### src/logic/usmp_pkg.sv
`default_nettype none
package usmp_pkg;
	// ========================================
	// register byte offsets on the register bus
	localparam int ADDR_W = 5;
	localparam logic [ADDR_W-1:0] ADDR_DATA = 5'h00;
	localparam logic [ADDR_W-1:0] ADDR_STAT_A = 5'h04;
	localparam logic [ADDR_W-1:0] ADDR_CTRL_B = 5'h08;
	localparam logic [ADDR_W-1:0] ADDR_CTRL_C = 5'h0C;
	localparam logic [ADDR_W-1:0] ADDR_BAUD = 5'h10;
	// ========================================
	// field positions
	localparam int SA_RXC = 7;
	localparam int SA_TXC = 6;
	localparam int SA_DATA_EMPTY_FLAG = 5;
	localparam int SA_FE = 4;
	localparam int SA_DOR = 3;
	localparam int SA_PE = 2;
	localparam int SA_ADDRESS_FILTER_ENABLE = 0;
	localparam int CB_RECEIVE_COMPLETE_IRQ_ENABLE = 7;
	localparam int CB_TRANSMIT_COMPLETE_IRQ_ENABLE = 6;
	localparam int CB_DATA_EMPTY_IRQ_ENABLE = 5;
	localparam int CB_RECEIVER_ENABLE = 4;
	localparam int CB_TRANSMITTER_ENABLE = 3;
	localparam int CB_SIZE_HI = 2;
	localparam int CB_RECEIVE_NINTH_BIT = 1;
	localparam int CB_TRANSMIT_NINTH_BIT = 0;
	localparam int CC_PAR_EN = 5;
	localparam int CC_PAR_ODD = 4;
	localparam int CC_STOP2 = 3;
	localparam int CC_SIZE_LO = 1;
	localparam logic [7:0] CTRL_C_MASK = 8'h3E;
	localparam logic [7:0] CTRL_B_RESET = 8'h00;
	localparam logic [7:0] CTRL_C_RESET = 8'h06;
	// ========================================
	// frame and bus constants
	localparam int BAUD_W = 12;
	localparam logic [BAUD_W-1:0] BAUD_RESET = 12'h01F;
	localparam logic [3:0] CHAR_MIN_BITS = 4'h5;
	localparam logic [3:0] EIGHT_BITS = 4'h8;
	localparam logic [3:0] NINE_BITS = 4'h9;
	localparam logic [2:0] SIZE_NINE = 3'h7;
	localparam int FIFO_DEPTH = 8;
	localparam int RX_WORD_W = 11;
	localparam logic [1:0] RESP_OKAY = 2'h0;
	localparam logic [1:0] RESP_SLVERR = 2'h2;
	typedef enum logic [2:0] {LS_IDLE, LS_START, LS_DATA, LS_PAR, LS_STOP} usmp_line_state_t;
	// data bits per character from the size code; code 7 is the nine-bit frame
	function automatic logic [3:0] usmp_data_bits(input logic [2:0] code);
		if (code == SIZE_NINE) begin
			return NINE_BITS;
		end else if (!code[2]) begin
			return CHAR_MIN_BITS + {2'h0, code[1:0]};
		end
		return EIGHT_BITS;
	endfunction : usmp_data_bits
	// word decode shared by read and write paths; 3'h7 means unmapped
	function automatic logic [2:0] usmp_reg_index(input logic [ADDR_W-1:0] addr);
		case ({addr[ADDR_W-1:2], 2'h0})
			ADDR_DATA: return 3'h0;
			ADDR_STAT_A: return 3'h1;
			ADDR_CTRL_B: return 3'h2;
			ADDR_CTRL_C: return 3'h3;
			ADDR_BAUD: return 3'h4;
			default: return 3'h7;
		endcase
	endfunction : usmp_reg_index
endpackage : usmp_pkg
`default_nettype wire

### src/logic/usmp_fifo.sv
`timescale 1ns/1ps
`default_nettype none
module usmp_fifo import usmp_pkg::*; #(
	parameter int WIDTH = RX_WORD_W,
	parameter int DEPTH = FIFO_DEPTH
) (
	// clock and reset
	input wire logic clk_i,
	input wire logic rst_b_i,
	input wire logic flush_i,
	// fill side
	input wire logic in_valid_i,
	output logic in_ready_o,
	input wire logic [WIDTH-1:0] in_data_i,
	// drain side
	output logic out_valid_o,
	input wire logic out_ready_i,
	output logic [WIDTH-1:0] out_data_o
);
	localparam int PW = $clog2(DEPTH);
	logic [WIDTH-1:0] mem [DEPTH];
	logic [PW:0] wr_ptr_reg, wr_ptr_next, rd_ptr_reg, rd_ptr_next;
	logic push, pop;
	// ========================================
	// pointers carry one extra bit so full and empty differ
	assign in_ready_o = (wr_ptr_reg - rd_ptr_reg) != (PW+1)'(DEPTH);
	assign out_valid_o = wr_ptr_reg != rd_ptr_reg;
	assign out_data_o = mem[rd_ptr_reg[PW-1:0]];
	assign push = in_valid_i && in_ready_o;
	assign pop = out_valid_o && out_ready_i;
	always_comb begin
		wr_ptr_next = wr_ptr_reg + (PW+1)'(push);
		rd_ptr_next = rd_ptr_reg + (PW+1)'(pop);
		if (flush_i) begin
			wr_ptr_next = '0;
			rd_ptr_next = '0;
		end
	end
	always_ff @(posedge clk_i or negedge rst_b_i) begin
		if (!rst_b_i) begin
			wr_ptr_reg <= '0;
			rd_ptr_reg <= '0;
		end else begin
			wr_ptr_reg <= wr_ptr_next;
			rd_ptr_reg <= rd_ptr_next;
		end
	end
	// storage needs no reset; the pointers say what is valid
	always_ff @(posedge clk_i) begin
		if (push) begin
			mem[wr_ptr_reg[PW-1:0]] <= in_data_i;
		end
	end
endmodule : usmp_fifo
`default_nettype wire

### src/logic/usmp_rx_deser.sv
`timescale 1ns/1ps
`default_nettype none
module usmp_rx_deser import usmp_pkg::*; (
	// clock and reset
	input wire logic clk_i,
	input wire logic rst_b_i,
	// configuration and serial input
	input wire logic enable_i,
	input wire logic rxd_i,
	input wire logic [3:0] bits_i,
	input wire logic par_en_i,
	input wire logic par_odd_i,
	input wire logic [BAUD_W-1:0] baud_i,
	// received frame
	output logic done_o,
	output logic [8:0] data_o,
	output logic ftype_o,
	output logic ferr_o,
	output logic perr_o
);
	usmp_line_state_t st_reg, st_next;
	logic [BAUD_W-1:0] cnt_reg, cnt_next;
	logic [3:0] idx_reg, idx_next;
	logic [8:0] sh_reg, sh_next;
	logic par_reg, par_next;
	logic done_next, ftype_next, ferr_next, perr_next;
	logic [8:0] data_next;
	logic tick;
	// ========================================
	// bit timing: one bit lasts baud_i+1 cycles, sampled mid-bit
	assign tick = cnt_reg == '0;
	always_comb begin
		st_next = st_reg;
		cnt_next = tick ? baud_i : cnt_reg - 1'b1;
		idx_next = idx_reg;
		sh_next = sh_reg;
		par_next = par_reg;
		done_next = 1'b0;
		data_next = data_o;
		ftype_next = ftype_o;
		ferr_next = ferr_o;
		perr_next = perr_o;
		case (st_reg)
			LS_IDLE: begin
				cnt_next = baud_i >> 1;
				if (!rxd_i) begin
					st_next = LS_START;
				end
			end
			LS_START: if (tick) begin
				// a glitch shorter than half a bit is not a start
				st_next = rxd_i ? LS_IDLE : LS_DATA;
				idx_next = '0;
				sh_next = '0;
			end
			LS_DATA: if (tick) begin
				sh_next[idx_reg] = rxd_i;
				idx_next = idx_reg + 1'b1;
				if (idx_reg == bits_i - 1'b1) begin
					st_next = par_en_i ? LS_PAR : LS_STOP;
				end
			end
			LS_PAR: if (tick) begin
				par_next = rxd_i;
				st_next = LS_STOP;
			end
			LS_STOP: if (tick) begin
				st_next = LS_IDLE;
				done_next = 1'b1;
				data_next = sh_reg;
				ftype_next = (bits_i == NINE_BITS) ? sh_reg[8] : rxd_i;
				ferr_next = !rxd_i;
				perr_next = par_en_i && (^sh_reg ^ par_reg ^ par_odd_i);
			end
			default: st_next = LS_IDLE;
		endcase
		if (!enable_i) begin
			st_next = LS_IDLE;
		end
	end
	always_ff @(posedge clk_i or negedge rst_b_i) begin
		if (!rst_b_i) begin
			st_reg <= LS_IDLE;
			cnt_reg <= '0;
			idx_reg <= '0;
			sh_reg <= '0;
			par_reg <= 1'b0;
			done_o <= 1'b0;
			data_o <= '0;
			ftype_o <= 1'b0;
			ferr_o <= 1'b0;
			perr_o <= 1'b0;
		end else begin
			st_reg <= st_next;
			cnt_reg <= cnt_next;
			idx_reg <= idx_next;
			sh_reg <= sh_next;
			par_reg <= par_next;
			done_o <= done_next;
			data_o <= data_next;
			ftype_o <= ftype_next;
			ferr_o <= ferr_next;
			perr_o <= perr_next;
		end
	end
endmodule : usmp_rx_deser
`default_nettype wire

### src/logic/usmp_core.sv
// What this block does
// - filter on: drop frames without address
// - frame type: first stop, or ninth bit
// - type one is address, zero is data
// - transmitter ignores the filter setting
// - accepted address frame sets receive-complete normally
// - receive irq needs enable, global, flag
// - transmit irq needs enable, global, flag
// - empty irq needs enable, global, flag
// - receiver enable owns pin; off flushes errors
// - transmitter off waits until fully drained
// - size high bit joins low size bits
// - ninth received bit readable, read it first
`timescale 1ns/1ps
`default_nettype none
module usmp_core import usmp_pkg::*; (
	// clock and reset
	input wire logic CLK_SYS_I,
	input wire logic RST_B_I,
	// axi4-lite write
	input wire logic [ADDR_W-1:0] S_AXI_AWADDR_I,
	input wire logic S_AXI_AWVALID_I,
	output logic S_AXI_AWREADY_O,
	input wire logic [31:0] S_AXI_WDATA_I,
	input wire logic [3:0] S_AXI_WSTRB_I,
	input wire logic S_AXI_WVALID_I,
	output logic S_AXI_WREADY_O,
	output logic [1:0] S_AXI_BRESP_O,
	output logic S_AXI_BVALID_O,
	input wire logic S_AXI_BREADY_I,
	// axi4-lite read
	input wire logic [ADDR_W-1:0] S_AXI_ARADDR_I,
	input wire logic S_AXI_ARVALID_I,
	output logic S_AXI_ARREADY_O,
	output logic [31:0] S_AXI_RDATA_O,
	output logic [1:0] S_AXI_RRESP_O,
	output logic S_AXI_RVALID_O,
	input wire logic S_AXI_RREADY_I,
	// serial line
	input wire logic RXD_I,
	output logic RXD_OWN_O,
	output logic TXD_O,
	output logic TXD_OE_O,
	// global interrupt enable and interrupt requests
	input wire logic GLOBAL_IRQ_EN_I,
	output logic IRQ_RX_DONE_O,
	output logic IRQ_TX_DONE_O,
	output logic IRQ_DATA_EMPTY_O
);
	// ========================================
	// register state
	logic aw_got_reg, aw_got_next, w_got_reg, w_got_next;
	logic [ADDR_W-1:0] aw_addr_reg, aw_addr_next;
	logic [31:0] w_data_reg, w_data_next;
	logic [3:0] w_strb_reg, w_strb_next;
	logic bvalid_reg, bvalid_next, rvalid_reg, rvalid_next;
	logic [1:0] bresp_reg, bresp_next, rresp_reg, rresp_next;
	logic [31:0] rdata_reg, rdata_next;
	logic address_filter_enable_reg, address_filter_enable_next, txc_reg, txc_next, dor_reg, dor_next;
	logic [7:0] ctrl_b_reg, ctrl_b_next, ctrl_c_reg, ctrl_c_next;
	logic [BAUD_W-1:0] baud_reg, baud_next;
	logic [8:0] txbuf_reg, txbuf_next;
	logic txbuf_full_reg, txbuf_full_next;
	logic rxd_meta_reg, rxd_sync_reg;
	// receive path and bus wires
	logic rx_done, rx_ftype, rx_ferr, rx_perr, rx_accept, fifo_in_ready, fifo_out_valid, rd_pop;
	logic [8:0] rx_data;
	logic [RX_WORD_W-1:0] fifo_head;
	logic [3:0] char_bits;
	logic wr_go, ar_go;
	logic [2:0] wr_idx, rd_idx;
	logic [7:0] stat_a_view, ctrl_b_view;
	// transmit path state
	usmp_line_state_t tx_st_reg, tx_st_next;
	logic [BAUD_W-1:0] tx_cnt_reg, tx_cnt_next;
	logic [3:0] tx_idx_reg, tx_idx_next;
	logic [8:0] tx_sh_reg, tx_sh_next;
	logic tx_par_reg, tx_par_next, txd_reg, txd_next, tx_own_reg, tx_own_next;
	logic tx_load, tx_end, tx_tick;
	// ========================================
	// receive pin passes two flops before any logic looks at it
	always_ff @(posedge CLK_SYS_I or negedge RST_B_I) begin
		if (!RST_B_I) begin
			rxd_meta_reg <= 1'b1;
			rxd_sync_reg <= 1'b1;
		end else begin
			rxd_meta_reg <= RXD_I;
			rxd_sync_reg <= rxd_meta_reg;
		end
	end
	// size code is shared by both directions
	assign char_bits = usmp_data_bits({ctrl_b_reg[CB_SIZE_HI], ctrl_c_reg[CC_SIZE_LO +: 2]});
	usmp_rx_deser u_rx (
		.clk_i(CLK_SYS_I),
		.rst_b_i(RST_B_I),
		.enable_i(ctrl_b_reg[CB_RECEIVER_ENABLE]),
		.rxd_i(rxd_sync_reg),
		.bits_i(char_bits),
		.par_en_i(ctrl_c_reg[CC_PAR_EN]),
		.par_odd_i(ctrl_c_reg[CC_PAR_ODD]),
		.baud_i(baud_reg),
		.done_o(rx_done),
		.data_o(rx_data),
		.ftype_o(rx_ftype),
		.ferr_o(rx_ferr),
		.perr_o(rx_perr)
	);
	// ========================================
	// frame filter: with filtering on only address frames reach the buffer
	assign rx_accept = rx_done && ctrl_b_reg[CB_RECEIVER_ENABLE] && (!address_filter_enable_reg || rx_ftype);
	// the serial line cannot wait, so a full buffer shows up as overrun
	usmp_fifo #(.WIDTH(RX_WORD_W), .DEPTH(FIFO_DEPTH)) u_rx_fifo (
		.clk_i(CLK_SYS_I),
		.rst_b_i(RST_B_I),
		.flush_i(!ctrl_b_reg[CB_RECEIVER_ENABLE]),
		.in_valid_i(rx_accept),
		.in_ready_o(fifo_in_ready),
		.in_data_i({rx_perr, rx_ferr, rx_data}),
		.out_valid_o(fifo_out_valid),
		.out_ready_i(rd_pop),
		.out_data_o(fifo_head)
	);
	// ========================================
	// bus handshakes and register views
	assign S_AXI_AWREADY_O = !aw_got_reg && !bvalid_reg;
	assign S_AXI_WREADY_O = !w_got_reg && !bvalid_reg;
	assign S_AXI_ARREADY_O = !rvalid_reg;
	assign S_AXI_BVALID_O = bvalid_reg;
	assign S_AXI_BRESP_O = bresp_reg;
	assign S_AXI_RVALID_O = rvalid_reg;
	assign S_AXI_RDATA_O = rdata_reg;
	assign S_AXI_RRESP_O = rresp_reg;
	assign wr_go = aw_got_reg && w_got_reg && !bvalid_reg;
	assign ar_go = S_AXI_ARVALID_I && !rvalid_reg;
	assign wr_idx = usmp_reg_index(aw_addr_reg);
	assign rd_idx = usmp_reg_index(S_AXI_ARADDR_I);
	assign rd_pop = ar_go && rd_idx == 3'h0 && fifo_out_valid;
	// error flags belong to the character at the head of the buffer
	always_comb begin
		stat_a_view = '0;
		stat_a_view[SA_RXC] = fifo_out_valid;
		stat_a_view[SA_TXC] = txc_reg;
		stat_a_view[SA_DATA_EMPTY_FLAG] = !txbuf_full_reg;
		stat_a_view[SA_FE] = fifo_out_valid && fifo_head[9];
		stat_a_view[SA_DOR] = dor_reg;
		stat_a_view[SA_PE] = fifo_out_valid && fifo_head[10];
		stat_a_view[SA_ADDRESS_FILTER_ENABLE] = address_filter_enable_reg;
		ctrl_b_view = ctrl_b_reg;
		ctrl_b_view[CB_RECEIVE_NINTH_BIT] = fifo_out_valid && fifo_head[8];
	end
	// register file next state; every hardware set beats a software clear
	always_comb begin
		aw_got_next = aw_got_reg || (S_AXI_AWVALID_I && S_AXI_AWREADY_O);
		aw_addr_next = (S_AXI_AWVALID_I && S_AXI_AWREADY_O) ? S_AXI_AWADDR_I : aw_addr_reg;
		w_got_next = w_got_reg || (S_AXI_WVALID_I && S_AXI_WREADY_O);
		w_data_next = (S_AXI_WVALID_I && S_AXI_WREADY_O) ? S_AXI_WDATA_I : w_data_reg;
		w_strb_next = (S_AXI_WVALID_I && S_AXI_WREADY_O) ? S_AXI_WSTRB_I : w_strb_reg;
		bvalid_next = bvalid_reg && !S_AXI_BREADY_I;
		bresp_next = bresp_reg;
		rvalid_next = rvalid_reg && !S_AXI_RREADY_I;
		rresp_next = rresp_reg;
		rdata_next = rdata_reg;
		address_filter_enable_next = address_filter_enable_reg;
		ctrl_b_next = ctrl_b_reg;
		ctrl_c_next = ctrl_c_reg;
		baud_next = baud_reg;
		txbuf_next = txbuf_reg;
		txbuf_full_next = txbuf_full_reg && !tx_load;
		txc_next = txc_reg;
		dor_next = dor_reg && !rd_pop;
		if (wr_go) begin
			aw_got_next = 1'b0;
			w_got_next = 1'b0;
			bvalid_next = 1'b1;
			bresp_next = (wr_idx == 3'h7) ? RESP_SLVERR : RESP_OKAY;
			if (w_strb_reg[0]) begin
				case (wr_idx)
					3'h0: if (!txbuf_full_reg) begin
						// a write while the buffer is full is dropped
						txbuf_next = {ctrl_b_reg[CB_TRANSMIT_NINTH_BIT], w_data_reg[7:0]};
						txbuf_full_next = 1'b1;
					end
					3'h1: begin
						address_filter_enable_next = w_data_reg[SA_ADDRESS_FILTER_ENABLE];
						// write one clears; a plain byte write is safe here
						if (w_data_reg[SA_TXC]) begin
							txc_next = 1'b0;
						end
					end
					3'h2: ctrl_b_next = w_data_reg[7:0] & ~(8'h01 << CB_RECEIVE_NINTH_BIT);
					3'h3: ctrl_c_next = w_data_reg[7:0] & CTRL_C_MASK;
					3'h4: baud_next[7:0] = w_data_reg[7:0];
					default: ;
				endcase
			end
			if (w_strb_reg[1] && wr_idx == 3'h4) begin
				baud_next[BAUD_W-1:8] = w_data_reg[BAUD_W-1:8];
			end
		end
		if (ar_go) begin
			rvalid_next = 1'b1;
			rresp_next = (rd_idx == 3'h7) ? RESP_SLVERR : RESP_OKAY;
			case (rd_idx)
				3'h0: rdata_next = {24'h000000, fifo_head[7:0] & {8{fifo_out_valid}}};
				3'h1: rdata_next = {24'h000000, stat_a_view};
				3'h2: rdata_next = {24'h000000, ctrl_b_view};
				3'h3: rdata_next = {24'h000000, ctrl_c_reg};
				3'h4: rdata_next = {{(32-BAUD_W){1'b0}}, baud_reg};
				default: rdata_next = '0;
			endcase
		end
		if (tx_end) begin
			txc_next = 1'b1;
		end
		if (rx_accept && !fifo_in_ready) begin
			dor_next = 1'b1;
		end
		if (!ctrl_b_reg[CB_RECEIVER_ENABLE]) begin
			dor_next = 1'b0;
		end
	end
	always_ff @(posedge CLK_SYS_I or negedge RST_B_I) begin
		if (!RST_B_I) begin
			aw_got_reg <= 1'b0;
			aw_addr_reg <= '0;
			w_got_reg <= 1'b0;
			w_data_reg <= '0;
			w_strb_reg <= '0;
			bvalid_reg <= 1'b0;
			bresp_reg <= RESP_OKAY;
			rvalid_reg <= 1'b0;
			rresp_reg <= RESP_OKAY;
			rdata_reg <= '0;
			address_filter_enable_reg <= 1'b0;
			ctrl_b_reg <= CTRL_B_RESET;
			ctrl_c_reg <= CTRL_C_RESET;
			baud_reg <= BAUD_RESET;
			txbuf_reg <= '0;
			txbuf_full_reg <= 1'b0;
			txc_reg <= 1'b0;
			dor_reg <= 1'b0;
		end else begin
			aw_got_reg <= aw_got_next;
			aw_addr_reg <= aw_addr_next;
			w_got_reg <= w_got_next;
			w_data_reg <= w_data_next;
			w_strb_reg <= w_strb_next;
			bvalid_reg <= bvalid_next;
			bresp_reg <= bresp_next;
			rvalid_reg <= rvalid_next;
			rresp_reg <= rresp_next;
			rdata_reg <= rdata_next;
			address_filter_enable_reg <= address_filter_enable_next;
			ctrl_b_reg <= ctrl_b_next;
			ctrl_c_reg <= ctrl_c_next;
			baud_reg <= baud_next;
			txbuf_reg <= txbuf_next;
			txbuf_full_reg <= txbuf_full_next;
			txc_reg <= txc_next;
			dor_reg <= dor_next;
		end
	end
	// ========================================
	// transmitter; the filter bit never enters this path
	assign tx_tick = tx_cnt_reg == '0;
	assign tx_load = tx_st_reg == LS_IDLE && tx_own_reg && txbuf_full_reg;
	assign tx_end = tx_st_reg == LS_STOP && tx_tick && tx_idx_reg == '0 && !txbuf_full_reg;
	always_comb begin
		tx_st_next = tx_st_reg;
		tx_cnt_next = tx_tick ? baud_reg : tx_cnt_reg - 1'b1;
		tx_idx_next = tx_idx_reg;
		tx_sh_next = tx_sh_reg;
		tx_par_next = tx_par_reg;
		txd_next = 1'b1;
		case (tx_st_reg)
			LS_IDLE: if (tx_load) begin
				tx_st_next = LS_START;
				tx_sh_next = txbuf_reg;
				tx_par_next = ^(txbuf_reg & ~(9'h1FF << char_bits)) ^ ctrl_c_reg[CC_PAR_ODD];
				tx_cnt_next = baud_reg;
				tx_idx_next = '0;
				txd_next = 1'b0;
			end
			LS_START: begin
				txd_next = 1'b0;
				if (tx_tick) begin
					tx_st_next = LS_DATA;
					txd_next = tx_sh_reg[0];
				end
			end
			LS_DATA: begin
				txd_next = tx_sh_reg[0];
				if (tx_tick) begin
					tx_sh_next = tx_sh_reg >> 1;
					tx_idx_next = tx_idx_reg + 1'b1;
					txd_next = tx_sh_reg[1];
					if (tx_idx_reg == char_bits - 1'b1) begin
						tx_st_next = ctrl_c_reg[CC_PAR_EN] ? LS_PAR : LS_STOP;
						txd_next = ctrl_c_reg[CC_PAR_EN] ? tx_par_reg : 1'b1;
						tx_idx_next = {3'h0, ctrl_c_reg[CC_STOP2]};
					end
				end
			end
			LS_PAR: begin
				txd_next = tx_par_reg;
				if (tx_tick) begin
					tx_st_next = LS_STOP;
					txd_next = 1'b1;
				end
			end
			LS_STOP: if (tx_tick) begin
				// second stop bit repeats this state once
				tx_idx_next = tx_idx_reg - 1'b1;
				if (tx_idx_reg == '0) begin
					tx_st_next = LS_IDLE;
				end
			end
			default: tx_st_next = LS_IDLE;
		endcase
		// pin stays owned until shifter and buffer are both empty
		tx_own_next = ctrl_b_reg[CB_TRANSMITTER_ENABLE] ||
			(tx_own_reg && (tx_st_next != LS_IDLE || txbuf_full_reg));
	end
	always_ff @(posedge CLK_SYS_I or negedge RST_B_I) begin
		if (!RST_B_I) begin
			tx_st_reg <= LS_IDLE;
			tx_cnt_reg <= '0;
			tx_idx_reg <= '0;
			tx_sh_reg <= '0;
			tx_par_reg <= 1'b0;
			txd_reg <= 1'b1;
			tx_own_reg <= 1'b0;
		end else begin
			tx_st_reg <= tx_st_next;
			tx_cnt_reg <= tx_cnt_next;
			tx_idx_reg <= tx_idx_next;
			tx_sh_reg <= tx_sh_next;
			tx_par_reg <= tx_par_next;
			txd_reg <= txd_next;
			tx_own_reg <= tx_own_next;
		end
	end
	// ========================================
	// pins and interrupt requests
	assign TXD_O = txd_reg;
	assign TXD_OE_O = tx_own_reg;
	assign RXD_OWN_O = ctrl_b_reg[CB_RECEIVER_ENABLE];
	assign IRQ_RX_DONE_O = ctrl_b_reg[CB_RECEIVE_COMPLETE_IRQ_ENABLE] && GLOBAL_IRQ_EN_I && fifo_out_valid;
	assign IRQ_TX_DONE_O = ctrl_b_reg[CB_TRANSMIT_COMPLETE_IRQ_ENABLE] && GLOBAL_IRQ_EN_I && txc_reg;
	assign IRQ_DATA_EMPTY_O = ctrl_b_reg[CB_DATA_EMPTY_IRQ_ENABLE] && GLOBAL_IRQ_EN_I && !txbuf_full_reg;
endmodule : usmp_core
`default_nettype wire

### config.mk
export PLATFORM = sky130hd
export DESIGN_NAME = usmp_core
export DESIGN_NICKNAME = d
export VERILOG_FILES = /design/src/logic/usmp_pkg.sv /design/src/logic/usmp_fifo.sv /design/src/logic/usmp_rx_deser.sv /design/src/logic/usmp_core.sv
export SDC_FILE = /design/constraint.sdc
export NUM_CORES = 1
export LEC_CHECK = 0
export BUFFER_PORTS_ARGS = -buffer_cell sky130_fd_sc_hd__buf_2
export CAP_MARGIN = 40
export CORE_ASPECT_RATIO = 0.7
export CORE_MARGIN = 5
export CORE_UTILIZATION = 30
export DETAILED_ROUTE_END_ITERATION = 12
export SYNTH_ARGS = -nofsm -noshare
export SYNTH_HDL_FRONTEND = slang
export SYNTH_SLANG_ARGS = --single-unit
### constraint.sdc
create_clock -name CLK_SYS_I -period 4.4 [get_ports CLK_SYS_I]
set_input_delay 0.22 -clock CLK_SYS_I [delete_from_list [all_inputs] [get_ports CLK_SYS_I]]
set_output_delay 0.22 -clock CLK_SYS_I [all_outputs]
set_load 0.01 [all_outputs]
==> results of run 1 <==
[cells in the final DEF (no fill, tap or decap), types with 22 or more instances in the layout]
cell type	instances
sky130_fd_sc_hd__dfrtp_1	145
sky130_fd_sc_hd__edfxtp_1	88
sky130_fd_sc_hd__nand2_1	84
sky130_fd_sc_hd__mux2_2	62
sky130_fd_sc_hd__o21ai_0	57
sky130_fd_sc_hd__nor2_1	52
sky130_fd_sc_hd__buf_2	52
sky130_fd_sc_hd__a21oi_1	38
sky130_fd_sc_hd__xnor2_1	31
sky130_fd_sc_hd__nand3_1	28
sky130_fd_sc_hd__inv_1	27
sky130_fd_sc_hd__clkbuf_16	25
sky130_fd_sc_hd__mux4_2	23
sky130_fd_sc_hd__ha_1	22
sky130_fd_sc_hd__conb_1	22
sky130_fd_sc_hd__dlygate4sd3_1	22
[kinds of logic after synthesis]
kind of cell	synth area share, %
other	0.03275
and+or+nand+nor	10.75
AOI/OAI and AO/OA	9.704
adders and majority gates	2.404
muxes	12.59
DFF	57.06
buffers and inverters	3.934
xor gates and xnor gates	3.519
[path summary, 6_finish.rpt]
kind | to | from
worst max-delay path | tx_idx_reg[3] | ctrl_c_reg[1]
min in group asynchronous | S_AXI_RDATA_O[9] | RST_B_I
worst max register to register | tx_idx_reg[3] | ctrl_c_reg[1]
worst min register to register | rxd_sync_reg | rxd_meta_reg
max in group asynchronous | rxd_meta_reg | RST_B_I
worst min-delay path | S_AXI_RDATA_O[3] | S_AXI_ARADDR_I[4]
[critical path, cell delays in order, from the launching register on]
cell                       delay (ns)
sky130_fd_sc_hd__dfstp_2         0.58
sky130_fd_sc_hd__ha_1            0.23
sky130_fd_sc_hd__nand2b_1        0.19
sky130_fd_sc_hd__nand2_1         0.16
sky130_fd_sc_hd__ha_1            0.26
sky130_fd_sc_hd__inv_1           0.06
sky130_fd_sc_hd__ha_1            0.25
sky130_fd_sc_hd__xor2_1          0.14
sky130_fd_sc_hd__nand2_1         0.08
sky130_fd_sc_hd__nor3_1          0.45
sky130_fd_sc_hd__nand2_1         0.31
sky130_fd_sc_hd__a311oi_1        0.34
sky130_fd_sc_hd__o22ai_1         0.11
[power breakdown]
part | leakage, nW | switching [W] | internal (W)
Sequential | 2.75 | 0.000551 | 0.00278
Clock | 0.382 | 0.000871 | 0.00117
Combinational | 2.18 | 0.000999 | 0.000883
Total | 5.31 | 0.00242 | 0.00483
[per-layer routing]
metal	GRT usage (%)	share of wire (%)
met1	19.81	50
met4	1.997	1.5
met5	0	0.048
met2	18.30	43
met3	3.052	6.0
[through the flow]
step	util [%]	cells	total power [W]	setup WS (ns)
after floorplan	-	961	0.004624	1.115
after global placement	32.52	1452	0.005175	1.262
after detailed placement	32.56	1453	0.005236	1.208
after CTS	35.24	1519	0.007319	1.185
after global routing	35.24	1519	0.007719	0.8990
final	35.24	1519	0.007254	1.129
[area by class of cell]
| type | instances | area [um2] | share of cell area (%) |
|---|---|---|---|
| clock inverters | 9 | 80.08 | 0.6071 |
| clock buffers | 35 | 703.2 | 5.331 |
| multi-input cells | 626 | 4549 | 34.49 |
| well taps | 488 | 610.6 | 4.629 |
| repair buffers | 89 | 604.3 | 4.582 |
| flip-flops and latches | 243 | 6534 | 49.54 |
| inverters | 29 | 108.9 | 0.8253 |
==> out/results.txt, run 1 <==
By area the synthesized netlist is led by sky130_fd_sc_hd__dfrtp_1, sky130_fd_sc_hd__edfxtp_1, sky130_fd_sc_hd__mux2_2. For the final database, setup skew stands at 0.01054 ns. Of the cells placed in the final design, the portion with a size suffix greater than 1 is 20.37%. The register with the most flip-flops in the layout has 88 of them. The tree is rooted in a sky130_fd_sc_hd__clkbuf_16.

Of all cell types, the one taking the most synthesized area is sky130_fd_sc_hd__dfrtp_1. The run gives 71 as the post-synthesis cell type count. The setup fix buffers added after clock tree synthesis is 0. The number of synthesized flops with an enable pin works out to 88.

The worst setup path is of the register to register kind. The final wirelength came out at 27300 um. The placed instances occupy a cell area of 12190 um2. For this block, the via count after detailed routing is 7479.

TritonCTS built the clock tree. The logs give 0 for the number of violations of the max-capacitance limit and 0.8314 for the final weighted congestion of routability-driven global placement. The tools report the count of antenna-violating nets left after detailed routing as 0. The logs give 37430 um2 for the area of the core and 86 for the pin count of the biggest net entering global routing. Setup repair after global routing left no endpoint under its margin. IR analysis of the VDD net gives a maximum drop of 278.6 uV.

In the synthesized netlist, the number of instances is 940. Summing every instance area after synthesis gives 11450 um2. The flow ran to the end, and the final reports show no timing, DRC or antenna violations. After the last flow step, the layout net total stands at 1090.

In the routed design, unresolved DRC markers number 0. After clock tree synthesis, the clock-pin slew on the worst setup and hold paths is 0.07 ns. In the finished design, the share of the clock period the worst path needs comes to 74.33%.

The number of H-tree branching levels is 1. STA classifies the critical path startpoint as a register. Yosys printed 0 warnings.

The area of all placed cells without fillers was 13190 um2; the top-level port count was 102. For the number of global-route vias before repair, the log shows 7313. Initial antenna violation count: 2. The count of input and output buffers was 53. In the post-synthesis netlist, the cell with the most instances is sky130_fd_sc_hd__dfrtp_1. For the final number of setup-violating endpoints, the log shows 0. After synthesis, flip-flops and latches occupy 57.06% of the total area. Number of pins with negative max-slew slack in the final report: 0. After synthesis, the most frequently instantiated cells are sky130_fd_sc_hd__dfrtp_1, sky130_fd_sc_hd__edfxtp_1, sky130_fd_sc_hd__nand2_1.

The worst setup path is captured at a register. In the synthesized netlist the async set-or-reset flop fraction comes to 63.79%. The average vias per placed instance works out to 4.924.

Final hold analysis gives a worst-case slack of 0.1598 ns. The worst hold path passes through 3 cells. Data arrives at the worst endpoint at 3.67 ns. The number of gates given a new drive strength after cts was 0. The first detailed-routing pass ran for 6 iterations. The total overflow left after global routing is 0.

The summed negative setup slack over all endpoints is 0 ns. Detailed placement ended at an HPWL of 19640 um. Clock tree synthesis inserted a total of 24 buffers. In this run the worst path has a maximum fanout of 8. The final hold violation count is 0, and the global-route wire length before repair is 43060 um.

The horizontal extent of the die was 243.5 um. The number of violations reported at the end of detailed-routing iteration 0 is 850. At the later pin of the worst-skew pair, clock insertion delay measures 0.53 ns.

For this design the ratio of total power to cell area is 549.9 nW/um2. The routed design could run at a clock period as short as 3.271 ns. The floorplan has 59 rows. For the pin with the worst max-slew slack, the measured transition is 0.8429 ns. After detailed routing, the average wire length per cell comes to 17.97 um. Relative to the synthesized area, the layout overhead comes to 15.20%. The initial utilization of the core area, before any placement, comes to 30.59%.

The prevailing post-synth register cell was sky130_fd_sc_hd__dfrtp_1. Buffers inserted to repair hold after CTS numbered 22. The die covers 42240 um2. The worst register-to-register path has a depth of 12. Each instance of the synthesized netlist takes up on average 12.18 um2.

For the antenna diode instance count, the log shows 0. The clock net in this run drives a total of 243 sinks. For the internal reg-to-reg setup slack, the log shows 1.13 ns. Global routing consumed, over all layers together, 12.73% of the routing resources. The floorplan step set the die height to 173.5 um. The tools report the reported leakage power as 5.315 nW. In this run, synthesis produced a sequential element count of 243. In this run the tightest slew margin relative to its limit is 43.81%.

The logs give 305.8 MHz for the upper clock frequency limit and 3589 for the number of fill cells. Summed over its instances, the top area cell type makes up 31.69% of the synthesized netlist area. The tools report the required time at the worst-slack endpoint as 4.80 ns. The class of the most critical hold timing path was input port to register. The run gives 3 as the maximum clock path buffer count.
Note: power is estimated with default switching activity, not from simulation.
==> run 2, diff against run 1 <==
--- a/config.mk
+++ b/config.mk
@@ -5,6 +5,7 @@
 export SDC_FILE = /design/constraint.sdc
 export NUM_CORES = 1
 export LEC_CHECK = 0
+export ABC_AREA = 1
 export BUFFER_PORTS_ARGS = -buffer_cell sky130_fd_sc_hd__buf_2
 export CAP_MARGIN = 40
 export CORE_ASPECT_RATIO = 0.7
==> constraint.sdc (replaced) <==
create_clock -name CLK_SYS_I -period 2.7 [get_ports CLK_SYS_I]
set_input_delay 0.135 -clock CLK_SYS_I [delete_from_list [all_inputs] [get_ports CLK_SYS_I]]
set_output_delay 0.135 -clock CLK_SYS_I [all_outputs]
set_load 0.01 [all_outputs]
==> run 2 against run 1 <==
Final area is 3.0% higher. Synthesized cell count grew 32%. Clock power grew 84%. Critical endpoint unchanged. Sequential power rose by 50%.
==> out/results.txt, run 2 <==
TritonCTS built the clock tree. The logs give 20.88% (was 19.81%) for the met1 layer usage reported by global route and 406.6 MHz (was 305.8 MHz) for the upper clock frequency limit. The number of flip-flops under the largest register name works out to 88 (unchanged). The run gives 30.56% (was 30.59%) as the effective utilization at floorplan.

The most used routing layer in global routing is met1 (unchanged). The wire length per cell works out to 15.73 um (was 17.97 um). Cell types with the highest counts after synthesis: sky130_fd_sc_hd__nand2_1, sky130_fd_sc_hd__o21ai_0, sky130_fd_sc_hd__dfrtp_1 (was sky130_fd_sc_hd__dfrtp_1, sky130_fd_sc_hd__edfxtp_1, sky130_fd_sc_hd__nand2_1).

The reported leakage power came out at 6.211 nW (was 5.315 nW). The TritonCTS sink count was 243 (unchanged). Power density normalized to cell area: 883.3 nW/um2 (was 549.9 nW/um2). The class of the most critical hold timing path was input port to register (unchanged).

For the count of antenna-violating nets left after detailed routing, the log shows 0 (unchanged). The endpoint type of the worst setup path was a register (unchanged). The worst clock skew on the final layout was 0.01632 ns (was 0.01054 ns); the signal arrival time at the worst endpoint was 2.92 ns (was 3.67 ns). The final number of setup-violating endpoints was 0 (unchanged); the number of cells in the finished layout apart from fillers was 1858 (was 1519). The highest net fanout along the worst path was 4 (was 8); the final weighted congestion of routability-driven global placement was 0.8660 (was 0.8314).

The synthesis-to-layout area growth is 18.78% (was 15.20%). The post-layout minimum cycle time came out at 2.459 ns (was 3.271 ns). The fraction of final layout cells sized beyond drive strength 1 was 12.63% (was 20.37%). The global-route met2 utilization was 19.51% (was 18.30%). The average vias per placed instance is 4.700 (was 4.924). The average size of a mapped cell came out at 9.188 um2 (was 12.18 um2). CP cell instances: ha_4 -> inv_1 -> nand2_2 -> inv_1 -> nor2_2 -> inv_2 -> ha_4 -> inv_2 -> ha_4 -> inv_1 -> nand2_1 -> nand2_1 -> nor2_1 -> nand2_1 -> inv_1 -> nand2_1 -> nand2_2 -> buf_4 -> nor2_1 -> a31oi_1 -> o21ai_1 (was ha_1 -> nand2b_1 -> nand2_1 -> ha_1 -> inv_1 -> ha_1 -> xor2_1 -> nand2_1 -> nor3_1 -> nand2_1 -> a311oi_1 -> o22ai_1). Most used cells in the layout excluding fill and tap cells: sky130_fd_sc_hd__nand2_1, sky130_fd_sc_hd__o21ai_0, sky130_fd_sc_hd__dfrtp_1 (was sky130_fd_sc_hd__dfrtp_1, sky130_fd_sc_hd__edfxtp_1, sky130_fd_sc_hd__nand2_1). The run gives 3.16 ns (was 4.80 ns) as the required time at the worst-slack endpoint.

The actual slew at the worst max-slew pin works out to 0.8098 ns (was 0.8429 ns). Largest cells by area after synthesis: sky130_fd_sc_hd__dfrtp_1, sky130_fd_sc_hd__edfxtp_1, sky130_fd_sc_hd__nand2_1 (was sky130_fd_sc_hd__dfrtp_1, sky130_fd_sc_hd__edfxtp_1, sky130_fd_sc_hd__mux2_2). Number of fill cells: 3687 (was 3589).

For the final wirelength, the log shows 29230 um (was 27300 um). The worst-case vdd ir drop is 349.8 uV (was 278.6 uV), and the number of synthesized flops with an enable pin is 88 (unchanged). The tools report the number of H-tree branching levels as 1 (unchanged). The cell at the root of the clock tree is sky130_fd_sc_hd__clkbuf_16 (unchanged).

The number of vias after detailed routing was 8733 (was 7479). Final hold violation count: 0 (unchanged). Antenna diode instance count: 0 (unchanged). The kind of cell adding the most delay to the critical path was simple AND/OR/NAND/NOR gates (unchanged). The top-level port count was 102 (unchanged); the vertical extent of the die was 173.4 um (was 173.5 um). The share of the clock period used by the worst path after layout was 91.08% (was 74.33%); the CTS clock-pin slew for the worst setup and hold paths was 0.06 ns (was 0.07 ns). For the number of pins with negative max-slew slack in the final report, the log shows 0 (unchanged). The commonest non-fill, non-tap cell in the layout is sky130_fd_sc_hd__nand2_1 (was sky130_fd_sc_hd__dfrtp_1). The horizontal extent of the die came out at 243.4 um (was 243.5 um). The delay of the slowest cell on the worst path came out at 0.57 ns (was 0.58 ns).

The tools report the number of warnings reported in the yosys synthesis log as 0 (unchanged). For the worst setup slack after placement, the log shows 0.06824 ns (was 1.208 ns). The post-synthesis cell area was 11440 um2 (was 11450 um2); the critical path buffer and inverter count was 7 (was 1). Post-synthesis instance total: 1245 (was 940). Total congestion overflow: 0 (unchanged). The run gives 61 (was 86) as the pin count of the biggest net entering global routing. Critical-path cell with the highest stage delay: sky130_fd_sc_hd__dfstp_2 (unchanged). The number of global-route vias before repair is 8275 (was 7313).

The logs give 37430 um2 (unchanged) for the area of the core and 3 (unchanged) for the maximum clock path buffer count. The count of input and output buffers was 53 (unchanged); the clock network latency to the later pin of the worst-skew pair was 0.54 ns (was 0.53 ns). The first-pass iteration count of the detailed router came out at 6 (unchanged). The worst setup slack after layout is 0.2409 ns (was 1.129 ns). The post-synthesis cell type count is 43 (was 71). The number of violations of the max-capacitance limit is 0 (unchanged). The run gives 0 (was 2) as the initial antenna violation count. The tightest slew margin relative to the limit came out at 45.88% (was 43.81%). The number of violations reported at the end of detailed-routing iteration 0 is 795 (was 850), and the die area is 42200 um2 (was 42240 um2). The leading area contributor after synthesis was sky130_fd_sc_hd__dfrtp_1 (unchanged). Sequential cell area fraction in the yosys report: 57.12% (was 57.06%). The final layout net count was 1428 (was 1090); the number of placed instances, taps included was 1788 (was 1453). The total number of placement rows came out at 59 (unchanged). The share of async-settable or async-resettable flops after synthesis works out to 63.79% (unchanged).

The worst setup path category is register to register (unchanged). The tools report the half-perimeter wire length after detailed placement as 20580 um (was 19640 um). The flow ran to the end, and the final reports show no timing, DRC or antenna violations.

Met3 usage in global routing: 3.591% (was 3.052%). The global routing usage summed across all routing layers was 13.71% (was 12.73%). The number of buffers inserted during clock tree synthesis was 25 (was 24). The fraction of synthesized cell area taken by the top area cell type is 31.72% (was 31.69%), and the number of remaining DRC errors is 0 (unchanged). The startpoint kind of the worst setup timing path was a register (unchanged).

The global-route wire length before repair is 46950 um (was 43060 um). The prevailing post-synth register cell was sky130_fd_sc_hd__dfrtp_1 (unchanged). The synthesis-stage register bit count came out at 243 (unchanged). The most common cell in the synthesized netlist is sky130_fd_sc_hd__nand2_1 (was sky130_fd_sc_hd__dfrtp_1).
## run 2: repair_timing
item / CTS / global route
hold buffers: 22 / 0
setup buffers: 0 / 2
gates resized for setup: 0 / 17
hold endpoints to repair: 75 / 0
setup endpoints to repair: 0 / 97
## run 2: through the flow
stage | hold slack, ns | total power, W | instance area [um2] | setup TNS (ns) | utilization [%]
2_1_floorplan | -0.1606 | 0.007030 | 11520 | 0 | -
3_3_place_gp | 0.1511 | 0.007986 | 12380 | 0 | 33.07
3_5_place_dp | 0.1536 | 0.008051 | 12380 | 0 | 33.07
4_1_cts | 0.002231 | 0.01188 | 13510 | 0 | 36.10
5_1_grt | 0.03498 | 0.01284 | 13590 | -0.009565 | 36.30
6_report | 0.02043 | 0.01200 | 13590 | 0 | 36.30
## run 2: worst paths after layout
| path | startpoint | endpoint | slack (ns) | cells after the start |
|---|---|---|---|---|
| setup / recovery | ctrl_c_reg[2] | tx_idx_reg[3] | 0.24 | 21 |
| hold / removal | S_AXI_AWVALID_I | aw_addr_reg[2] | 0.02 | 3 |
| setup reg to reg | ctrl_c_reg[2] | tx_idx_reg[3] | 0.24 | 21 |
| hold reg to reg | rxd_meta_reg | rxd_sync_reg | 0.36 | 0 |
| max in group asynchronous | RST_B_I | TXD_O | 1.69 | 3 |
| min in group asynchronous | RST_B_I | tx_cnt_reg[10] | 0.14 | 2 |
## run 2: routing by layer
layer / share of wire [%] / up-vias
met4: 1.9 / 0
met1: 50 / 4179
met2: 41 / 207
li1: - / 4308
met3: 7.2 / 39
met5: 0 / -
## run 2: logic make-up (layout without fill, tap and decap cells)
logic type	count (synthesis)	count (layout)	share of synthesized area [%]
flip-flops	243	243	57.12
buffers and inverters	196	300	7.187
AO/OA/AOI/OAI	257	257	12.66
other	1	22	0.03278
adder cells (fa/ha/maj)	22	22	2.406
multiplexers	7	7	0.6892
XOR/XNOR	35	35	2.680
AND/OR/NAND/NOR	484	484	17.23
## run 2: worst min-delay path, cell delays in order
cell                      delay (ns)
sky130_fd_sc_hd__buf_2          0.10
sky130_fd_sc_hd__nand2_1        0.19
sky130_fd_sc_hd__a21oi_1        0.10
## run 2: cell type report
type,instances,area [um2],share of cell area (%)
inverters,144,540.5,3.978
clock buffers,38,789.5,5.811
flip-flops and latches,243,6534,48.09
multi-input cells,827,4223,31.08
repair buffers,110,767.0,5.645
well taps,488,610.6,4.494
clock inverters,8,122.6,0.9025
## run 2: where the power goes
group | total, W | switching, W | internal, W
Clock | 0.00376 | 0.00145 | 0.00231
Combinational | 0.00325 | 0.00204 | 0.00121
Sequential | 0.00499 | 0.000542 | 0.00445
Total | 0.0120 | 0.00403 | 0.00797
